### config.mk
export PLATFORM = sky130hd
export DESIGN_NAME = ops_shaper
export DESIGN_NICKNAME = d
export VERILOG_FILES = /design/src/verilog/ops_pkg.sv /design/src/verilog/ops_shaper.sv
export SDC_FILE = /design/constraint.sdc
export NUM_CORES = 1
export LEC_CHECK = 0
export ABC_AREA = 1
export CORE_MARGIN = 5
export CORE_UTILIZATION = 35
export CTS_BUF_LIST = sky130_fd_sc_hd__clkbuf_4 sky130_fd_sc_hd__clkbuf_8 sky130_fd_sc_hd__clkbuf_16
export CTS_CLUSTER_DIAMETER = 80
export DETAILED_ROUTE_END_ITERATION = 6
export DONT_BUFFER_PORTS = 1
export SKIP_CTS_REPAIR_TIMING = 1
export SYNTH_ARGS = -nofsm -noshare
export SYNTH_HDL_FRONTEND = slang
export SYNTH_SLANG_ARGS = --single-unit
export TNS_END_PERCENT = 1
### constraint.sdc
create_clock -name CLOCK -period 11.65 [get_ports CLOCK]
set_clock_uncertainty 0.2 [all_clocks]
set_input_delay 2.33 -clock CLOCK [delete_from_list [all_inputs] [get_ports CLOCK]]
set_output_delay 2.33 -clock CLOCK [all_outputs]
set_load 0.01 [all_outputs]
### src/verilog/ops_pkg.sv
// Constants for the output stage pulse and phase shaper.
package ops_pkg;

  // Register byte offsets on the APB bus.
  localparam logic [7:0] ADDR_DIVIDE     = 8'h00;
  localparam logic [7:0] ADDR_PULSE_HIGH = 8'h04;
  localparam logic [7:0] ADDR_EDGE_SHIFT = 8'h08;
  localparam logic [7:0] ADDR_CONTROL    = 8'h0C;
  localparam logic [7:0] ADDR_STATUS     = 8'h10;
  localparam logic [7:0] ADDR_BUF_BASE   = 8'h14;

  // Values after reset.
  localparam logic [31:0] RST_DIVIDE     = 32'h0000_0002;
  localparam logic [31:0] RST_PULSE_HIGH = 32'h0000_0000;
  localparam logic [11:0] RST_BUF_CFG    = 12'h000;

  // Buffer configuration field positions.
  localparam int BUF_SE_BIT     = 0;
  localparam int BUF_INV_BIT    = 1;
  localparam int BUF_SWING_LSB  = 2;
  localparam int BUF_CM_LSB     = 4;
  localparam int BUF_IMP_LSB    = 7;
  localparam int BUF_SUPPLY_LSB = 9;
  localparam int BUF_CFG_W      = 12;

  // Swing codes: 410 mV, 600 mV, 750 mV and 900 mV nominal.
  localparam logic [1:0] SWING_410MV = 2'h0;
  localparam logic [1:0] SWING_600MV = 2'h1;
  localparam logic [1:0] SWING_750MV = 2'h2;
  localparam logic [1:0] SWING_900MV = 2'h3;
  // Crossing level code n selects 0.9 V plus n times 0.2 V, up to 2.3 V.
  localparam logic [2:0] CM_0V9 = 3'h0;
  localparam logic [2:0] CM_2V3 = 3'h7;

  // Shortest high or low portion with and without a coarse shift, in synth cycles.
  localparam logic [33:0] MIN_ADJ_CYCLES  = 34'h0_0000_0002;
  localparam logic [33:0] MIN_BASE_CYCLES = 34'h0_0000_0001;

  typedef enum logic [1:0] {
    PH_IDLE = 2'b00,
    PH_HIGH = 2'b01,
    PH_LOW  = 2'b10
  } ops_phase_t;

endpackage : ops_pkg

### src/verilog/ops_shaper.sv
// Output stage pulse width and coarse phase shaper with APB registers.
//
// Contract
// - Divide synth clock by 32-bit integer ratio.
// - Zero pulse count gives even 50/50 split.
// - Nonzero pulse count sets high cycles.
// - Pulses always high-going; invert complement for low.
// - Per-output coarse shift by whole synth cycles; here one shift register serves all outputs.
// - Shift never leaves under two high, two low.
// - One shift moves each portion up to 2^32; here the signed 32-bit shift gives at most 2^31.
// - Positive lengthens, negative shortens, one period.
// - 50/50 outputs split shift between both portions.
// - Pulse outputs apply shift to low portion only.
// - Repeated shifts accepted without cumulative limit.
// - Each buffer differential or two single-ended.
// - Single-ended pins copy clock, optional complement invert.
// - Two-bit swing code selects four swings.
// - Three-bit code selects eight crossing levels.
// - Single-ended mode offers four impedance choices.
//
// Decided for this implementation: the placing of the registers and the APB slave port.
`timescale 1ns/1ps
`default_nettype none

module ops_shaper #(
  parameter int NUM_BUF = 2
) (
  // Clock and reset; CLOCK is the synthesizer clock.
  input  wire logic                   CLOCK,
  input  wire logic                   ARST_N,
  // APB slave.
  input  wire logic                   PSEL,
  input  wire logic                   PENABLE,
  input  wire logic                   PWRITE,
  input  wire logic [7:0]             PADDR,
  input  wire logic [31:0]            PWDATA,
  output logic      [31:0]            PRDATA,
  output logic                        PREADY,
  output logic                        PSLVERR,
  // Output pins.
  output logic      [NUM_BUF-1:0]     TRUE_OUTPUT_PIN,
  output logic      [NUM_BUF-1:0]     COMPLEMENT_OUTPUT_PIN,
  // Buffer settings toward the analog pads.
  output logic      [NUM_BUF-1:0]     SINGLE_ENDED,
  output logic      [2*NUM_BUF-1:0]   SWING_SELECT,
  output logic      [3*NUM_BUF-1:0]   COMMON_MODE_SELECT,
  output logic      [2*NUM_BUF-1:0]   IMPEDANCE_SELECT,
  output logic      [3*NUM_BUF-1:0]   SUPPLY_LEVEL_CODE
);

  logic [31:0]              divide_ff;
  logic [31:0]              pulse_high_ff;
  logic [31:0]              shift_ff;
  logic                     shift_pend_ff;
  logic                     run_ff;
  logic [ops_pkg::BUF_CFG_W-1:0] buf_cfg_ff [NUM_BUF];
  ops_pkg::ops_phase_t      phase_ff;
  logic [33:0]              cnt_ff;
  logic [33:0]              len_high_ff;
  logic [33:0]              len_low_ff;
  logic                     adj_used_ff;
  logic [31:0]              div_used_ff;
  logic [31:0]              pulse_used_ff;
  logic                     boundary;
  logic                     nxt_high;
  logic [33:0]              nxt_len_high;
  logic [33:0]              nxt_len_low;
  logic                     wr_acc;
  logic                     rd_acc;
  logic                     shift_wr;
  logic [31:0]              nxt_rdata;
  logic                     nxt_err;

  // Returns the buffer index an address hits, or NUM_BUF when none.
  function automatic int buf_index(input logic [7:0] addr);
    int idx;
    idx = NUM_BUF;
    for (int i = 0; i < NUM_BUF; i++) begin
      if (addr == ops_pkg::ADDR_BUF_BASE + 8'(4 * i)) begin
        idx = i;
      end
    end
    return idx;
  endfunction : buf_index

  // Clamps a signed length to a floor and narrows it.
  function automatic logic [33:0] clamp_len(input logic signed [35:0] v,
                                            input logic [33:0] floor_v);
    logic signed [35:0] f;
    f = signed'({2'b00, floor_v});
    return (v < f) ? floor_v : v[33:0];
  endfunction : clamp_len

  // APB access phase; the answer comes one cycle after access starts.
  assign wr_acc   = PSEL && PENABLE && !PREADY && PWRITE;
  assign rd_acc   = PSEL && PENABLE && !PREADY && !PWRITE;
  assign shift_wr = wr_acc && (PADDR == ops_pkg::ADDR_EDGE_SHIFT);

  always_comb begin
    nxt_rdata = 32'h0000_0000;
    nxt_err   = 1'b0;
    case (PADDR)
      ops_pkg::ADDR_DIVIDE:     nxt_rdata = divide_ff;
      ops_pkg::ADDR_PULSE_HIGH: nxt_rdata = pulse_high_ff;
      ops_pkg::ADDR_EDGE_SHIFT: nxt_rdata = shift_ff;
      ops_pkg::ADDR_CONTROL:    nxt_rdata = {31'h0000_0000, run_ff};
      ops_pkg::ADDR_STATUS:     nxt_rdata = {28'h000_0000, adj_used_ff,
                                  phase_ff, shift_pend_ff};
      default: begin
        if (buf_index(PADDR) < NUM_BUF) begin
          nxt_rdata = {20'h0_0000, buf_cfg_ff[buf_index(PADDR)]};
        end else begin
          nxt_err = 1'b1;
        end
      end
    endcase
  end

  always_ff @(posedge CLOCK or negedge ARST_N) begin
    if (!ARST_N) begin
      PREADY  <= 1'b0;
      PRDATA  <= 32'h0000_0000;
      PSLVERR <= 1'b0;
    end else begin
      PREADY  <= PSEL && PENABLE && !PREADY;
      PRDATA  <= rd_acc ? nxt_rdata : 32'h0000_0000;
      PSLVERR <= (PSEL && PENABLE && !PREADY) ? nxt_err : 1'b0;
    end
  end

  always_ff @(posedge CLOCK or negedge ARST_N) begin
    if (!ARST_N) begin
      divide_ff     <= ops_pkg::RST_DIVIDE;
      pulse_high_ff <= ops_pkg::RST_PULSE_HIGH;
      run_ff        <= 1'b0;
    end else if (wr_acc) begin
      if (PADDR == ops_pkg::ADDR_DIVIDE) divide_ff <= PWDATA;
      if (PADDR == ops_pkg::ADDR_PULSE_HIGH) pulse_high_ff <= PWDATA;
      if (PADDR == ops_pkg::ADDR_CONTROL) run_ff <= PWDATA[0];
    end
  end

  // A write arms a shift; the boundary consumes it, but a write wins.
  always_ff @(posedge CLOCK or negedge ARST_N) begin
    if (!ARST_N) begin
      shift_ff      <= 32'h0000_0000;
      shift_pend_ff <= 1'b0;
    end else if (shift_wr) begin
      shift_ff      <= PWDATA;
      shift_pend_ff <= 1'b1;
    end else if (boundary) begin
      shift_pend_ff <= 1'b0;
    end
  end

  always_ff @(posedge CLOCK or negedge ARST_N) begin
    if (!ARST_N) begin
      for (int i = 0; i < NUM_BUF; i++) begin
        buf_cfg_ff[i] <= ops_pkg::RST_BUF_CFG;
      end
    end else if (wr_acc && buf_index(PADDR) < NUM_BUF) begin
      buf_cfg_ff[buf_index(PADDR)] <= PWDATA[ops_pkg::BUF_CFG_W-1:0];
    end
  end

  // Period lengths for the next period, from the settings held now.
  always_comb begin
    logic signed [35:0] div_s;
    logic signed [35:0] adj_s;
    logic signed [35:0] base_h;
    logic signed [35:0] base_l;
    logic signed [35:0] adj_h;
    logic signed [35:0] adj_l;
    base_h = 36'sh0_0000_0000;
    base_l = 36'sh0_0000_0000;
    adj_h  = 36'sh0_0000_0000;
    adj_l  = 36'sh0_0000_0000;
    div_s = signed'({4'h0, divide_ff});
    adj_s = signed'({{4{shift_ff[31]}}, shift_ff});
    if (pulse_high_ff == 32'h0000_0000) begin
      base_h = div_s - (div_s >>> 1);
      base_l = div_s >>> 1;
      adj_h  = adj_s >>> 1;
      adj_l  = adj_s - (adj_s >>> 1);
    end else begin
      base_h = signed'({4'h0, pulse_high_ff});
      base_l = div_s - signed'({4'h0, pulse_high_ff});
      adj_h  = 36'sh0_0000_0000;
      adj_l  = adj_s;
    end
    if (shift_pend_ff) begin
      nxt_len_high = clamp_len(base_h + adj_h,
                               ops_pkg::MIN_ADJ_CYCLES);
      nxt_len_low  = clamp_len(base_l + adj_l,
                               ops_pkg::MIN_ADJ_CYCLES);
    end else begin
      nxt_len_high = clamp_len(base_h, ops_pkg::MIN_BASE_CYCLES);
      nxt_len_low  = clamp_len(base_l, ops_pkg::MIN_BASE_CYCLES);
    end
  end

  assign boundary = run_ff && ((phase_ff == ops_pkg::PH_IDLE) ||
                    (phase_ff == ops_pkg::PH_LOW && cnt_ff == 34'h0));

  // Period sequencer: settings are latched only at a boundary.
  always_ff @(posedge CLOCK or negedge ARST_N) begin
    if (!ARST_N) begin
      phase_ff      <= ops_pkg::PH_IDLE;
      cnt_ff        <= 34'h0;
      len_high_ff   <= 34'h0;
      len_low_ff    <= 34'h0;
      adj_used_ff   <= 1'b0;
      div_used_ff   <= 32'h0000_0000;
      pulse_used_ff <= 32'h0000_0000;
    end else if (!run_ff) begin
      phase_ff <= ops_pkg::PH_IDLE;
      cnt_ff   <= 34'h0;
    end else if (boundary) begin
      phase_ff      <= ops_pkg::PH_HIGH;
      cnt_ff        <= nxt_len_high - 34'h1;
      len_high_ff   <= nxt_len_high;
      len_low_ff    <= nxt_len_low;
      adj_used_ff   <= shift_pend_ff;
      div_used_ff   <= divide_ff;
      pulse_used_ff <= pulse_high_ff;
    end else begin
      case (phase_ff)
        ops_pkg::PH_HIGH: begin
          if (cnt_ff == 34'h0) begin
            phase_ff <= ops_pkg::PH_LOW;
            cnt_ff   <= len_low_ff - 34'h1;
          end else begin
            cnt_ff <= cnt_ff - 34'h1;
          end
        end
        ops_pkg::PH_LOW: cnt_ff <= cnt_ff - 34'h1;
        default:         phase_ff <= ops_pkg::PH_IDLE;
      endcase
    end
  end

  // Output level that the sequencer enters this cycle.
  always_comb begin
    nxt_high = 1'b0;
    if (run_ff) begin
      if (boundary) begin
        nxt_high = 1'b1;
      end else if (phase_ff == ops_pkg::PH_HIGH) begin
        nxt_high = (cnt_ff != 34'h0);
      end
    end
  end

  // Pins and pad codes, all registered.
  always_ff @(posedge CLOCK or negedge ARST_N) begin
    if (!ARST_N) begin
      TRUE_OUTPUT_PIN       <= '0;
      COMPLEMENT_OUTPUT_PIN <= '0;
      SINGLE_ENDED          <= '0;
      SWING_SELECT          <= '0;
      COMMON_MODE_SELECT    <= '0;
      IMPEDANCE_SELECT      <= '0;
      SUPPLY_LEVEL_CODE     <= '0;
    end else begin
      for (int i = 0; i < NUM_BUF; i++) begin
        TRUE_OUTPUT_PIN[i] <= nxt_high;
        // Differential pairs always invert; single-ended copies may.
        COMPLEMENT_OUTPUT_PIN[i] <= nxt_high ^
          (!buf_cfg_ff[i][ops_pkg::BUF_SE_BIT] ||
           buf_cfg_ff[i][ops_pkg::BUF_INV_BIT]);
        SINGLE_ENDED[i] <= buf_cfg_ff[i][ops_pkg::BUF_SE_BIT];
        SWING_SELECT[2*i +: 2] <=
          buf_cfg_ff[i][ops_pkg::BUF_SWING_LSB +: 2];
        COMMON_MODE_SELECT[3*i +: 3] <=
          buf_cfg_ff[i][ops_pkg::BUF_CM_LSB +: 3];
        IMPEDANCE_SELECT[2*i +: 2] <=
          buf_cfg_ff[i][ops_pkg::BUF_IMP_LSB +: 2];
        SUPPLY_LEVEL_CODE[3*i +: 3] <=
          buf_cfg_ff[i][ops_pkg::BUF_SUPPLY_LSB +: 3];
      end
    end
  end

  // Checks.
  chk_settings_boundary: assert property (@(posedge CLOCK)
    disable iff (!ARST_N) $changed(len_high_ff) |-> $past(boundary))
    else $error("period lengths changed off a boundary");
  chk_adjust_minimum: assert property (@(posedge CLOCK)
    disable iff (!ARST_N) boundary && shift_pend_ff |=>
    len_high_ff >= 34'h2 && len_low_ff >= 34'h2)
    else $error("coarse shift left a portion under two");
  chk_even_split: assert property (@(posedge CLOCK)
    disable iff (!ARST_N) boundary && !shift_pend_ff &&
    pulse_high_ff == 32'h0 && divide_ff >= 32'h2 |=>
    len_high_ff + len_low_ff == {2'b00, div_used_ff} &&
    len_high_ff - len_low_ff <= 34'h1)
    else $error("default duty is not even");
  chk_pulse_width: assert property (@(posedge CLOCK)
    disable iff (!ARST_N) boundary && pulse_high_ff != 32'h0 |=>
    len_high_ff == {2'b00, pulse_used_ff} ||
    (adj_used_ff && pulse_used_ff == 32'h1 && len_high_ff == 34'h2))
    else $error("pulse high width wrong");
  chk_high_going: assert property (@(posedge CLOCK)
    disable iff (!ARST_N) boundary &&
    !(wr_acc && PADDR == ops_pkg::ADDR_CONTROL) |=> TRUE_OUTPUT_PIN[0]
    ##1 (TRUE_OUTPUT_PIN[0] == (len_high_ff > 34'h1)))
    else $error("period does not start high");
  chk_shift_consumed: assert property (@(posedge CLOCK)
    disable iff (!ARST_N) boundary && shift_pend_ff && !shift_wr |=>
    !shift_pend_ff && adj_used_ff)
    else $error("coarse shift not consumed at boundary");
  chk_diff_complement: assert property (@(posedge CLOCK)
    disable iff (!ARST_N) $past(ARST_N) &&
    !$past(buf_cfg_ff[0][ops_pkg::BUF_SE_BIT]) |->
    COMPLEMENT_OUTPUT_PIN[0] != TRUE_OUTPUT_PIN[0])
    else $error("differential complement not inverted");
  chk_se_copy: assert property (@(posedge CLOCK)
    disable iff (!ARST_N) $past(buf_cfg_ff[0][ops_pkg::BUF_SE_BIT]) |->
    (COMPLEMENT_OUTPUT_PIN[0] ^ TRUE_OUTPUT_PIN[0]) ==
    $past(buf_cfg_ff[0][ops_pkg::BUF_INV_BIT]))
    else $error("single-ended copy polarity wrong");
  chk_apb_answer: assert property (@(posedge CLOCK)
    disable iff (!ARST_N) PSEL && PENABLE && !PREADY |=> PREADY ##1 !PREADY)
    else $error("APB answer not one cycle later");

  cov_lengthen: cover property (@(posedge CLOCK) disable iff (!ARST_N)
    boundary && shift_pend_ff && !shift_ff[31]);
  cov_shorten: cover property (@(posedge CLOCK) disable iff (!ARST_N)
    boundary && shift_pend_ff && shift_ff[31]);
  cov_pulse_mode: cover property (@(posedge CLOCK) disable iff (!ARST_N)
    boundary && pulse_high_ff != 32'h0 ##1 TRUE_OUTPUT_PIN[0]);

endmodule : ops_shaper

`default_nettype wire

Yosys cells after proc, flatten, opt, wreduce, memory -nomap -nowiden
Index checks and enable logic that the tools add are counted.
{"block": "op_classes", "add_sub_neg": 8, "order_cmp": 9, "n_eq_ne": 11, "n_mux": 41, "bitwise_logic": 4, "n_reduce_logical": 28}
{"cell": "$mux W34", "n": 9}
{"cell": "$mux W32", "n": 6}
{"cell": "$pmux W32 S5", "n": 1}
{"cell": "$mux W36", "n": 4}
{"cell": "$sub A34 B1 Y34 const B", "n": 3}
{"cell": "$add A36 B36 Y36", "n": 2}
{"cell": "$lt A36 B2 Y1 const B", "n": 2}
{"cell": "$lt A36 B3 Y1 const B", "n": 2}
{"cell": "$pmux W34 S2", "n": 1}
{"cell": "$sub A32 B31 Y33", "n": 2}
{"cell": "$ge A32 B2 Y1 const B", "n": 2}
{"cell": "$lt A32 B3 Y1 const B", "n": 2}
{"cell": "$not A32 Y32", "n": 2}
{"cell": "$mux W12", "n": 5}
{"cell": "$logic_not A34 Y1", "n": 1}
{"cell": "$reduce_bool A34 Y1", "n": 1}
{"cell": "$sub A32 B32 Y33", "n": 1}
{"cell": "$logic_not A32 Y1", "n": 1}
{"cell": "$lt A32 B1 Y1 const B", "n": 1}
{"cell": "$bwmux W24", "n": 1}
{"cell": "$eq A8 B5 Y1 const B", "n": 3}
{"cell": "$eq A8 B4 Y1 const B", "n": 2}
{"cell": "$demux W12 S1", "n": 1}
{"cell": "$reduce_and A2 Y1", "n": 5}
{"cell": "other kinds (17)", "n": 41}
{"block": "word_totals", "reg_bits": 252}

Logic depth before layout (Yosys ltp)
Gate-level depths: netlist of run 1.
{"block": "logic_depth", "depth_word": 14, "depth_mapped": 50, "mapped_depth_nobuf": 49}

Worst setup path after synthesis of run 1
OpenSTA, ideal clock, no wires.
{"block": "synth_timing", "path_kind": "flip-flop to flip-flop", "start": "reg pulse_high_ff[17]", "end": "reg len_low_ff[4]", "arrival_ns": 5.789, "required_ns": 11.328, "path_slack_ns": 5.539, "stages_incl_launch_ff": 35, "n_path_buf": 8, "period_less_slack_ns": 6.111, "cell_sequence": "dfrtp_1 nor4_1 nand3_1 nor2_2 buf_6 clkbuf_1 clkbuf_1 clkbuf_1 clkbuf_1 clkbuf_1 o21ai_0 fa_1 nand3_1 nand2_1 a21oi_2 o21ai_1 a21boi_2 o21ai_1 a21boi_0 o21ai_1 a21boi_0 o21ai_1 a21boi_2 xor2_1 nand2_1 nor2_1 nand4_1 nor2_1 nand3_2 nand2_1 inv_2 buf_6 buf_6 nand2_1 a21oi_1"}
{"block": "synth_via", "elab_chain_cells": 6, "elab_cells_between_ends": 10, "classes_between": "add/sub (2); order compare (2); mux (5); reduce/logical (1)"}
{"item": "from (decl)", "line": "ops_shaper.sv:52", "source": "logic [31:0] pulse_high_ff;"}
{"item": "from (signal assigned)", "line": "ops_shaper.sv:134", "source": "pulse_high_ff <= ops_pkg::RST_PULSE_HIGH;"}
{"item": "$sub A32 B32 Y33 / $logic_not A32 Y1 (equally long branches)", "line": "ops_shaper.sv:187, ops_shaper.sv:180"}
{"item": "$mux W36", "line": "ops_shaper.sv:180", "source": "if (pulse_high_ff == 32'h0000_0000) begin"}
{"item": "$add A36 B36 Y36", "line": "ops_shaper.sv:194", "source": "nxt_len_low = clamp_len(base_l + adj_l,"}
{"item": "$lt A36 B3 Y1", "line": "ops_shaper.sv:91", "source": "return (v < f) ? floor_v : v[33:0];"}
{"item": "$mux W34", "line": "ops_shaper.sv:91"}
{"item": "$mux W34 *", "line": "ops_shaper.sv:191", "source": "if (shift_pend_ff) begin"}
{"item": "to (signal assigned)", "line": "ops_shaper.sv:222", "source": "len_low_ff <= nxt_len_low;"}
{"item": "to (decl)", "line": "ops_shaper.sv:60", "source": "logic [33:0] len_low_ff;"}
Mark *: on every way between the ends. The rest lies on a longest branch, timed or not.
A chain may end at the register's enable or synchronous reset.

Worst setup path after layout of run 1
{"block": "layout_timing", "start": "reg pulse_high_ff[9]", "end": "reg cnt_ff[32]"}
{"block": "layout_via", "elab_chain_cells": 9, "elab_cells_between_ends": 12, "classes_between": "add/sub (2); order compare (2); mux (7); reduce/logical (1)"}
{"item": "$logic_not A32 Y1", "line": "ops_shaper.sv:180"}
{"item": "$mux W36", "line": "ops_shaper.sv:180"}
{"item": "$add A36 B36 Y36", "line": "ops_shaper.sv:192", "source": "nxt_len_high = clamp_len(base_h + adj_h,"}
{"item": "$lt A36 B3 Y1", "line": "ops_shaper.sv:91"}
{"item": "$mux W34", "line": "ops_shaper.sv:91"}
{"item": "$mux W34 *", "line": "ops_shaper.sv:191"}
{"item": "$sub A34 B1 Y34 *", "line": "ops_shaper.sv:220", "source": "cnt_ff <= nxt_len_high - 34'h1;"}
{"item": "$mux W34 *", "line": "ops_shaper.sv:218", "source": "end else if (boundary) begin"}
{"item": "$mux W34 *", "line": "ops_shaper.sv:215", "source": "end else if (!run_ff) begin"}
{"item": "to (signal assigned)", "line": "ops_shaper.sv:220"}
{"item": "to (signal assigned)", "line": "ops_shaper.sv:231", "source": "cnt_ff <= len_low_ff - 34'h1;"}
{"item": "to (signal assigned)", "line": "ops_shaper.sv:233", "source": "cnt_ff <= cnt_ff - 34'h1;"}
{"item": "to (decl)", "line": "ops_shaper.sv:58", "source": "logic [33:0] cnt_ff;"}
Marks and branches as above.

==> results of run 1 <==
-- cell usage after synthesis, drive strengths merged (3+ instances only) --
master  count
nand3b     12
nand3     184
nand4      55
a21boi     12
o21a        8
o21ai     337
o221ai      6
buf        17
a211oi     11
xnor2      64
a31oi      18
inv       502
o211ai      9
xor2       84
a221oi     17
fa          5
clkinv      4
o31ai       3
nor4       18
o22ai      37
nor3       33
o21bai     10
or2        18
ha        170
nand2     911
or4         3
and2        5
clkbuf     87
nor2      422
a21o        4
a21oi     274
dfrtp     251
-- power groups by stage --
stage	sequential, µW	combinational (µW)	clock (µW)
2_1_floorplan	1140	1980	0
3_3_place_gp	1180	2680	0
3_5_place_dp	1180	2680	0
4_1_cts	1170	2690	1060
5_1_grt	1200	3040	1100
6_report	1170	2730	1040
-- metal layers --
| metal | global-route usage | vias to the layer above | routed length, µm | part of all wire |
|---|---|---|---|---|
| met3 | 0.0214 | 97 | 4330 | 0.055 |
| met4 | 0.0542 | 0 | 2090 | 0.027 |
| met2 | 0.333 | 628 | 34800 | 0.44 |
| met1 | 0.303 | 10900 | 37300 | 0.48 |
| met5 | 0 | - | 0 | 0 |
| li1 | - | 11700 | - | - |
-- worst max-delay path by stage --
| stage | end | start | cells after the start | slack, ns |
|---|---|---|---|---|
| 6_report | cnt_ff[32]$_DFFE_PN0P_ | pulse_high_ff[9]$_DFFE_PN0P_ | 35 | 3.68 |
| 5_1_grt | cnt_ff[16]$_DFFE_PN0P_ | divide_ff[1]$_DFFE_PN1P_ | 35 | 2.99 |
| 3_5_place_dp | cnt_ff[32]$_DFFE_PN0P_ | pulse_high_ff[9]$_DFFE_PN0P_ | 35 | 3.82 |
| 4_1_cts | cnt_ff[16]$_DFFE_PN0P_ | pulse_high_ff[9]$_DFFE_PN0P_ | 33 | 3.77 |
| 2_1_floorplan | len_low_ff[4]$_DFFE_PN0P_ | pulse_high_ff[17]$_DFFE_PN0P_ | 34 | 5.54 |
| 3_3_place_gp | cnt_ff[32]$_DFFE_PN0P_ | pulse_high_ff[9]$_DFFE_PN0P_ | 35 | 3.79 |
-- cell type report --
class,count,area share
Tap cell,873,0.0430
Clock buffer,40,0.0344
Inverter,506,0.0747
Clock inverter,17,0.00895
Timing Repair Buffer,19,0.00561
Multi-Input combinational cell,2744,0.585
Sequential cell,252,0.248
-- registers in the layout, indices dropped and copies added (netlist names) --
name	cells
pulse_high_ff	32
PREADY	1
len_low_ff	34
shift_pend_ff	1
SINGLE_ENDED	2
run_ff	1
COMPLEMENT_OUTPUT_PIN	2
cnt_ff	34
divide_ff	32
shift_ff	32
TRUE_OUTPUT_PIN	1
PSLVERR	1
PRDATA	32
COMMON_MODE_SELECT	6
phase_ff	2
buf_cfg_ff	24
SWING_SELECT	4
SUPPLY_LEVEL_CODE	6
adj_used_ff	1
IMPEDANCE_SELECT	4
-- kinds of logic after synthesis --
family	Yosys count
compound gates	756
xor+xnor	148
fa+ha+maj	175
buf+inv	610
flops	252
simple gates	1665
-- per-stage QoR --
| stage | area (µm²) | setup WS (ns) | util |
|---|---|---|---|
| 2_1_floorplan | 23500 | 5.54 | - |
| 3_3_place_gp | 24300 | 3.79 | 0.364 |
| 3_5_place_dp | 24300 | 3.82 | 0.364 |
| 4_1_cts | 25400 | 3.77 | 0.380 |
| 5_1_grt | 25400 | 2.99 | 0.380 |
| 6_report | 25400 | 3.68 | 0.380 |
-- worst max-delay path, delay by kind of cell (launching register included) --
kind / cells / cell delay (ns)
simple gates: 25 / 4.09
buf+inv: 4 / 1.14
compound gates: 3 / 1.04
fa+ha+maj: 2 / 0.63
flops: 1 / 0.45
xor+xnor: 1 / 0.24
==> results.sh, run 1 <==
export IMPL_outcome="complete, no violations"
export IMPL_synth_edff_count=0
export IMPL_slew_viol_final=0
export IMPL_max_freq_ghz=0.125
export IMPL_synth_simple_gate_area_frac=0.305
export IMPL_min_to="SWING_SELECT[0]$_DFF_PN0_"
export IMPL_final_common_cell="nand2_1"
export IMPL_rows=95
export IMPL_antenna_left=0
export IMPL_switching_power_uw=2460
export IMPL_cts_num_sinks=252
export IMPL_syn_avg_cell_area_um2=6.52
export IMPL_synth_area_mux_share=0
export IMPL_post_place_cells=4394
export IMPL_startpoint_type="flop"
export IMPL_swShare=0.498
export IMPL_grt_max_degree=253
export IMPL_num_vias=23400
export IMPL_drt_vias_per_instance=5.25
export IMPL_slowest_delay_ns=0.65
export IMPL_cts_buffers=31
export IMPL_r2r_start="pulse_high_ff[9]$_DFFE_PN0P_"
export IMPL_rsz0062_at_grt="no"
export IMPL_worstSetupPathType="flop to flop"
export IMPL_h_tree_depth=1
export IMPL_slew_headroom=0.205
export IMPL_ys_flop_type="dfrtp_1"
export IMPL_tightest_slew_ns=1.19
export IMPL_r2r_end="cnt_ff[32]$_DFFE_PN0P_"
export IMPL_clk_path_buf_depth=3
export IMPL_fillCellCount=7197
export IMPL_post_synth_fa_ha_maj_area_fraction=0.0948
export IMPL_cp_slowest_cell="nand3_2"
export IMPL_port_buffers=0
export IMPL_die_h_um=269
export IMPL_antenna_found_initial=0
export IMPL_grt_usage=0.209
export IMPL_crit_path_end_kind="flop"
export IMPL_yosysTopAreaCell="dfrtp_1"
export IMPL_drtIter0Drc=2055
export IMPL_pwr_share_comb=0.553
export IMPL_rr_worst_depth=35
export IMPL_drt_total_wl_um=78500
export IMPL_remaining_drc_errors=0
export IMPL_r2r_setup_slack_ns=3.68
export IMPL_clk_pin_slew_ns=0.07
export IMPL_die_area_mm2=0.0724
export IMPL_synth_cell_types=62
export IMPL_ys_top_cells_by_area="dfrtp_1 (27%), nand2_1 (14%), ha_1 (9.1%)"
export IMPL_synth_net_count=3826
export IMPL_synth_compound_area_share=0.176
export IMPL_async_flop_share=1.00
export IMPL_diodes=0
export IMPL_hold_depth=0
export IMPL_grt_overflow=0
export IMPL_cts_tree="built"
export IMPL_grt_pass1_wl_um=125000
export IMPL_dr_pass1_iters=5
export IMPL_hold_viol_final=0
export IMPL_layout_common_cells="nand2_1 (884), inv_1 (476), nor2_1 (394)"
export IMPL_area_growth_pct=8.23
export IMPL_p_per_area_mw_per_mm2=194
export IMPL_ir_drop_mv=0.114
export IMPL_p_int_uw=2480
export IMPL_drv_cap=0
export IMPL_setup_viol=0
export IMPL_worstHoldStart="buf_cfg_ff[14]$_DFFE_PN0P_"
export IMPL_worstPathRequired_ns=11.96
export IMPL_die_w_um=269
export IMPL_regArea_mm2=0.00631
export IMPL_netlist_area_mm2=0.0235
export IMPL_start_util=0.351
export IMPL_layout_nets=3774
export IMPL_crit_fanout=45
export IMPL_syn_inst=3606
export IMPL_wl_per_cell_um=17.6
export IMPL_ioPinCount=105
export IMPL_layout_min_cycle_time_ns=7.97
export IMPL_p_leak_uw=0.0128
export IMPL_root_buffer="clkbuf_16"
export IMPL_synth_warnings=0
export IMPL_ys_ff_latch=252
export IMPL_hold_class="flop to flop"
export IMPL_drive_above_1_share=0.0584
export IMPL_yosysSeqAreaShare=0.268
export IMPL_seqPwrFrac=0.237
export IMPL_critical_path_arrival_ns=8.28
export IMPL_gp_congestion=0.959
export IMPL_coreArea_mm2=0.0669
export IMPL_synth_xor_area_frac=0.0552
export IMPL_timing_hold_ws_ns=0.202
export IMPL_period_share=0.684
export IMPL_clock_latency_ns=0.62
export IMPL_hpwlAfterDp_um=61900
export IMPL_yosys_area_top_type_share=0.267
export IMPL_finalNonFillerCells=4451
export IMPL_synth_top_family_by_area="simple AND/OR/NAND/NOR gates"
export IMPL_clkPwrFrac=0.210
export IMPL_multi_input_comb_area_mm2=0.0149
export IMPL_timing_critical_path_mode_cell="nand2_1"
export IMPL_finalSetupTns_ns=0
export IMPL_p_total_uw=4940
export IMPL_grt_pass1_vias=22100
No activity file was read; power rests on OpenSTA's default activity.
==> inputs of run 2 (changes only) <==
==> constraint.sdc (replaced) <==
create_clock -name CLOCK -period 7.95 [get_ports CLOCK]
set_clock_uncertainty 0.2 [all_clocks]
set_input_delay 1.59 -clock CLOCK [delete_from_list [all_inputs] [get_ports CLOCK]]
set_output_delay 1.59 -clock CLOCK [all_outputs]
set_load 0.01 [all_outputs]
==> results.sh, run 2 (synthesized netlist as in run 1, its figures left out) <==
export IMPL_outcome="complete, no violations"
export IMPL_area_growth_pct=8.94
export IMPL_slowest_delay_ns=0.55
export IMPL_worstHoldStart="buf_cfg_ff[14]$_DFFE_PN0P_"
export IMPL_final_cell_area_mm2=0.0256
export IMPL_drt_total_wl_um=78300
export IMPL_num_vias=23500
export IMPL_worstPathRequired_ns=8.18
export IMPL_layout_common_cells="nand2_1 (884), inv_1 (476), nor2_1 (394)"
export IMPL_drive_above_1_share=0.0611
export IMPL_timing_hold_ws_ns=0.198
export IMPL_clkPwrFrac=0.227
export IMPL_start_util=0.351
export IMPL_die_w_um=269
export IMPL_max_freq_ghz=0.136
export IMPL_hold_depth=0
export IMPL_seqPwrFrac=0.241
export IMPL_gp_congestion=0.951
export IMPL_grt_max_degree=253
export IMPL_p_int_uw=3770
export IMPL_startpoint_type="flop"
export IMPL_antenna_found_initial=0
export IMPL_grt_usage=0.208
export IMPL_busiest_layer="met2"
export IMPL_h_tree_depth=2
export IMPL_ir_drop_mv=0.155
export IMPL_critical_path_arrival_ns=7.57
export IMPL_diodes=0
export IMPL_cts_tree="built"
export IMPL_layout_nets=3781
export IMPL_hold_class="flop to flop"
export IMPL_pwr_share_comb=0.532
export IMPL_port_buffers=0
export IMPL_p_total_uw=7340
export IMPL_slew_viol_final=0
export IMPL_r2r_setup_slack_ns=0.61
export IMPL_ioPinCount=105
export IMPL_post_place_cells=4397
export IMPL_coreArea_mm2=0.0669
export IMPL_slew_headroom=0.236
export IMPL_regArea_mm2=0.00631
export IMPL_finalNonFillerCells=4459
export IMPL_hpwlAfterDp_um=61300
export IMPL_drv_cap=0
export IMPL_remaining_drc_errors=0
export IMPL_die_h_um=269
export IMPL_clock_latency_ns=0.56
export IMPL_clk_pin_slew_ns=0.06
export IMPL_die_area_mm2=0.0724
export IMPL_fillCellCount=7185
export IMPL_rsz0062_at_grt="no"
export IMPL_place_area_mm2=0.0244
export IMPL_crit_fanout=29
export IMPL_layout_min_cycle_time_ns=7.34
export IMPL_clk_path_buf_depth=3
export IMPL_final_common_cell="nand2_1"
export IMPL_worstSetupPathType="flop to flop"
export IMPL_rr_worst_depth=38
export IMPL_use_met3=0.0236
export IMPL_setup_viol=0
export IMPL_cts_buffers=35
export IMPL_switching_power_uw=3570
export IMPL_root_buffer="clkbuf_16"
export IMPL_tightest_slew_ns=1.15
export IMPL_cts_num_sinks=252
export IMPL_drtIter0Drc=1814
export IMPL_antenna_left=0
export IMPL_wl_per_cell_um=17.6
export IMPL_dr_pass1_iters=6
export IMPL_use_met2=0.333
export IMPL_rows=95
export IMPL_p_per_area_mw_per_mm2=287
export IMPL_min_to="SWING_SELECT[0]$_DFF_PN0_"
export IMPL_hold_viol_final=0
export IMPL_finalSetupTns_ns=0
export IMPL_swShare=0.486
export IMPL_drt_vias_per_instance=5.26
export IMPL_crit_path_end_kind="flop"
export IMPL_top_regs="cnt_ff: 34 flops, len_low_ff: 34 flops"
export IMPL_r2r_end="len_low_ff[26]$_DFFE_PN0P_"
export IMPL_period_share=0.923
export IMPL_r2r_start="shift_ff[3]$_DFFE_PN0P_"
export IMPL_grt_pass1_wl_um=124000
export IMPL_cp_slowest_cell="o31ai_1"
export IMPL_use_met1=0.298
export IMPL_p_leak_uw=0.0128
export IMPL_grt_pass1_vias=22100
export IMPL_multi_input_comb_area_mm2=0.0149
export IMPL_grt_overflow=0
## run 2: through the flow
stage           util  setup WS (ns)
2_1_floorplan      -           1.84
3_3_place_gp   0.364          0.256
3_5_place_dp   0.364          0.229
4_1_cts        0.382          0.215
5_1_grt        0.382         0.0121
6_report       0.382          0.610
## run 2: area by class of cell
type | count | share of cell area
inverter | 506 | 0.0743
clock inverter | 17 | 0.00914
tap | 873 | 0.0427
clock buffer | 45 | 0.0384
timing repair buffer | 22 | 0.00743
multi-input combinational | 2744 | 0.582
sequential | 252 | 0.246
## run 2: per-layer routing
layer,wire length (µm),up-vias,part of all wire
met2,34600,563,0.44
met5,0,-,0
met1,37500,11000,0.48
met4,2460,0,0.031
met3,3750,118,0.048
li1,-,11700,-
## run 2: worst max-delay path by stage
stage / slack [ns] / endpoint / from / cells after the start
2_1_floorplan: 1.84 / len_low_ff[4]$_DFFE_PN0P_ / pulse_high_ff[17]$_DFFE_PN0P_ / 34
3_3_place_gp: 0.26 / len_low_ff[24]$_DFFE_PN0P_ / pulse_high_ff[0]$_DFFE_PN0P_ / 41
3_5_place_dp: 0.23 / len_low_ff[26]$_DFFE_PN0P_ / pulse_high_ff[0]$_DFFE_PN0P_ / 41
4_1_cts: 0.21 / len_low_ff[26]$_DFFE_PN0P_ / pulse_high_ff[0]$_DFFE_PN0P_ / 41
5_1_grt: 0.01 / len_low_ff[5]$_DFFE_PN0P_ / shift_ff[3]$_DFFE_PN0P_ / 39
6_report: 0.61 / len_low_ff[26]$_DFFE_PN0P_ / shift_ff[3]$_DFFE_PN0P_ / 38
## run 2: power by group through the flow
stage / clock network, µW / logic (µW) / registers [µW]
4_1_cts: 1710 / 3850 / 1760
6_report: 1670 / 3900 / 1770
5_1_grt: 1760 / 4370 / 1800
2_1_floorplan: 0 / 2900 / 1680
3_3_place_gp: 0 / 3840 / 1780
3_5_place_dp: 0 / 3840 / 1780
## run 2: critical path: cells and delay by family, from the launching register on
| family | cells | cell delay, ns |
|---|---|---|
| AO/OA/AOI/OAI | 15 | 3.26 |
| AND/OR/NAND/NOR | 16 | 2.00 |
| adder cells (fa/ha/maj) | 2 | 0.73 |
| flip-flops | 1 | 0.42 |
| buffers and inverters | 3 | 0.33 |
| XOR/XNOR | 2 | 0.28 |
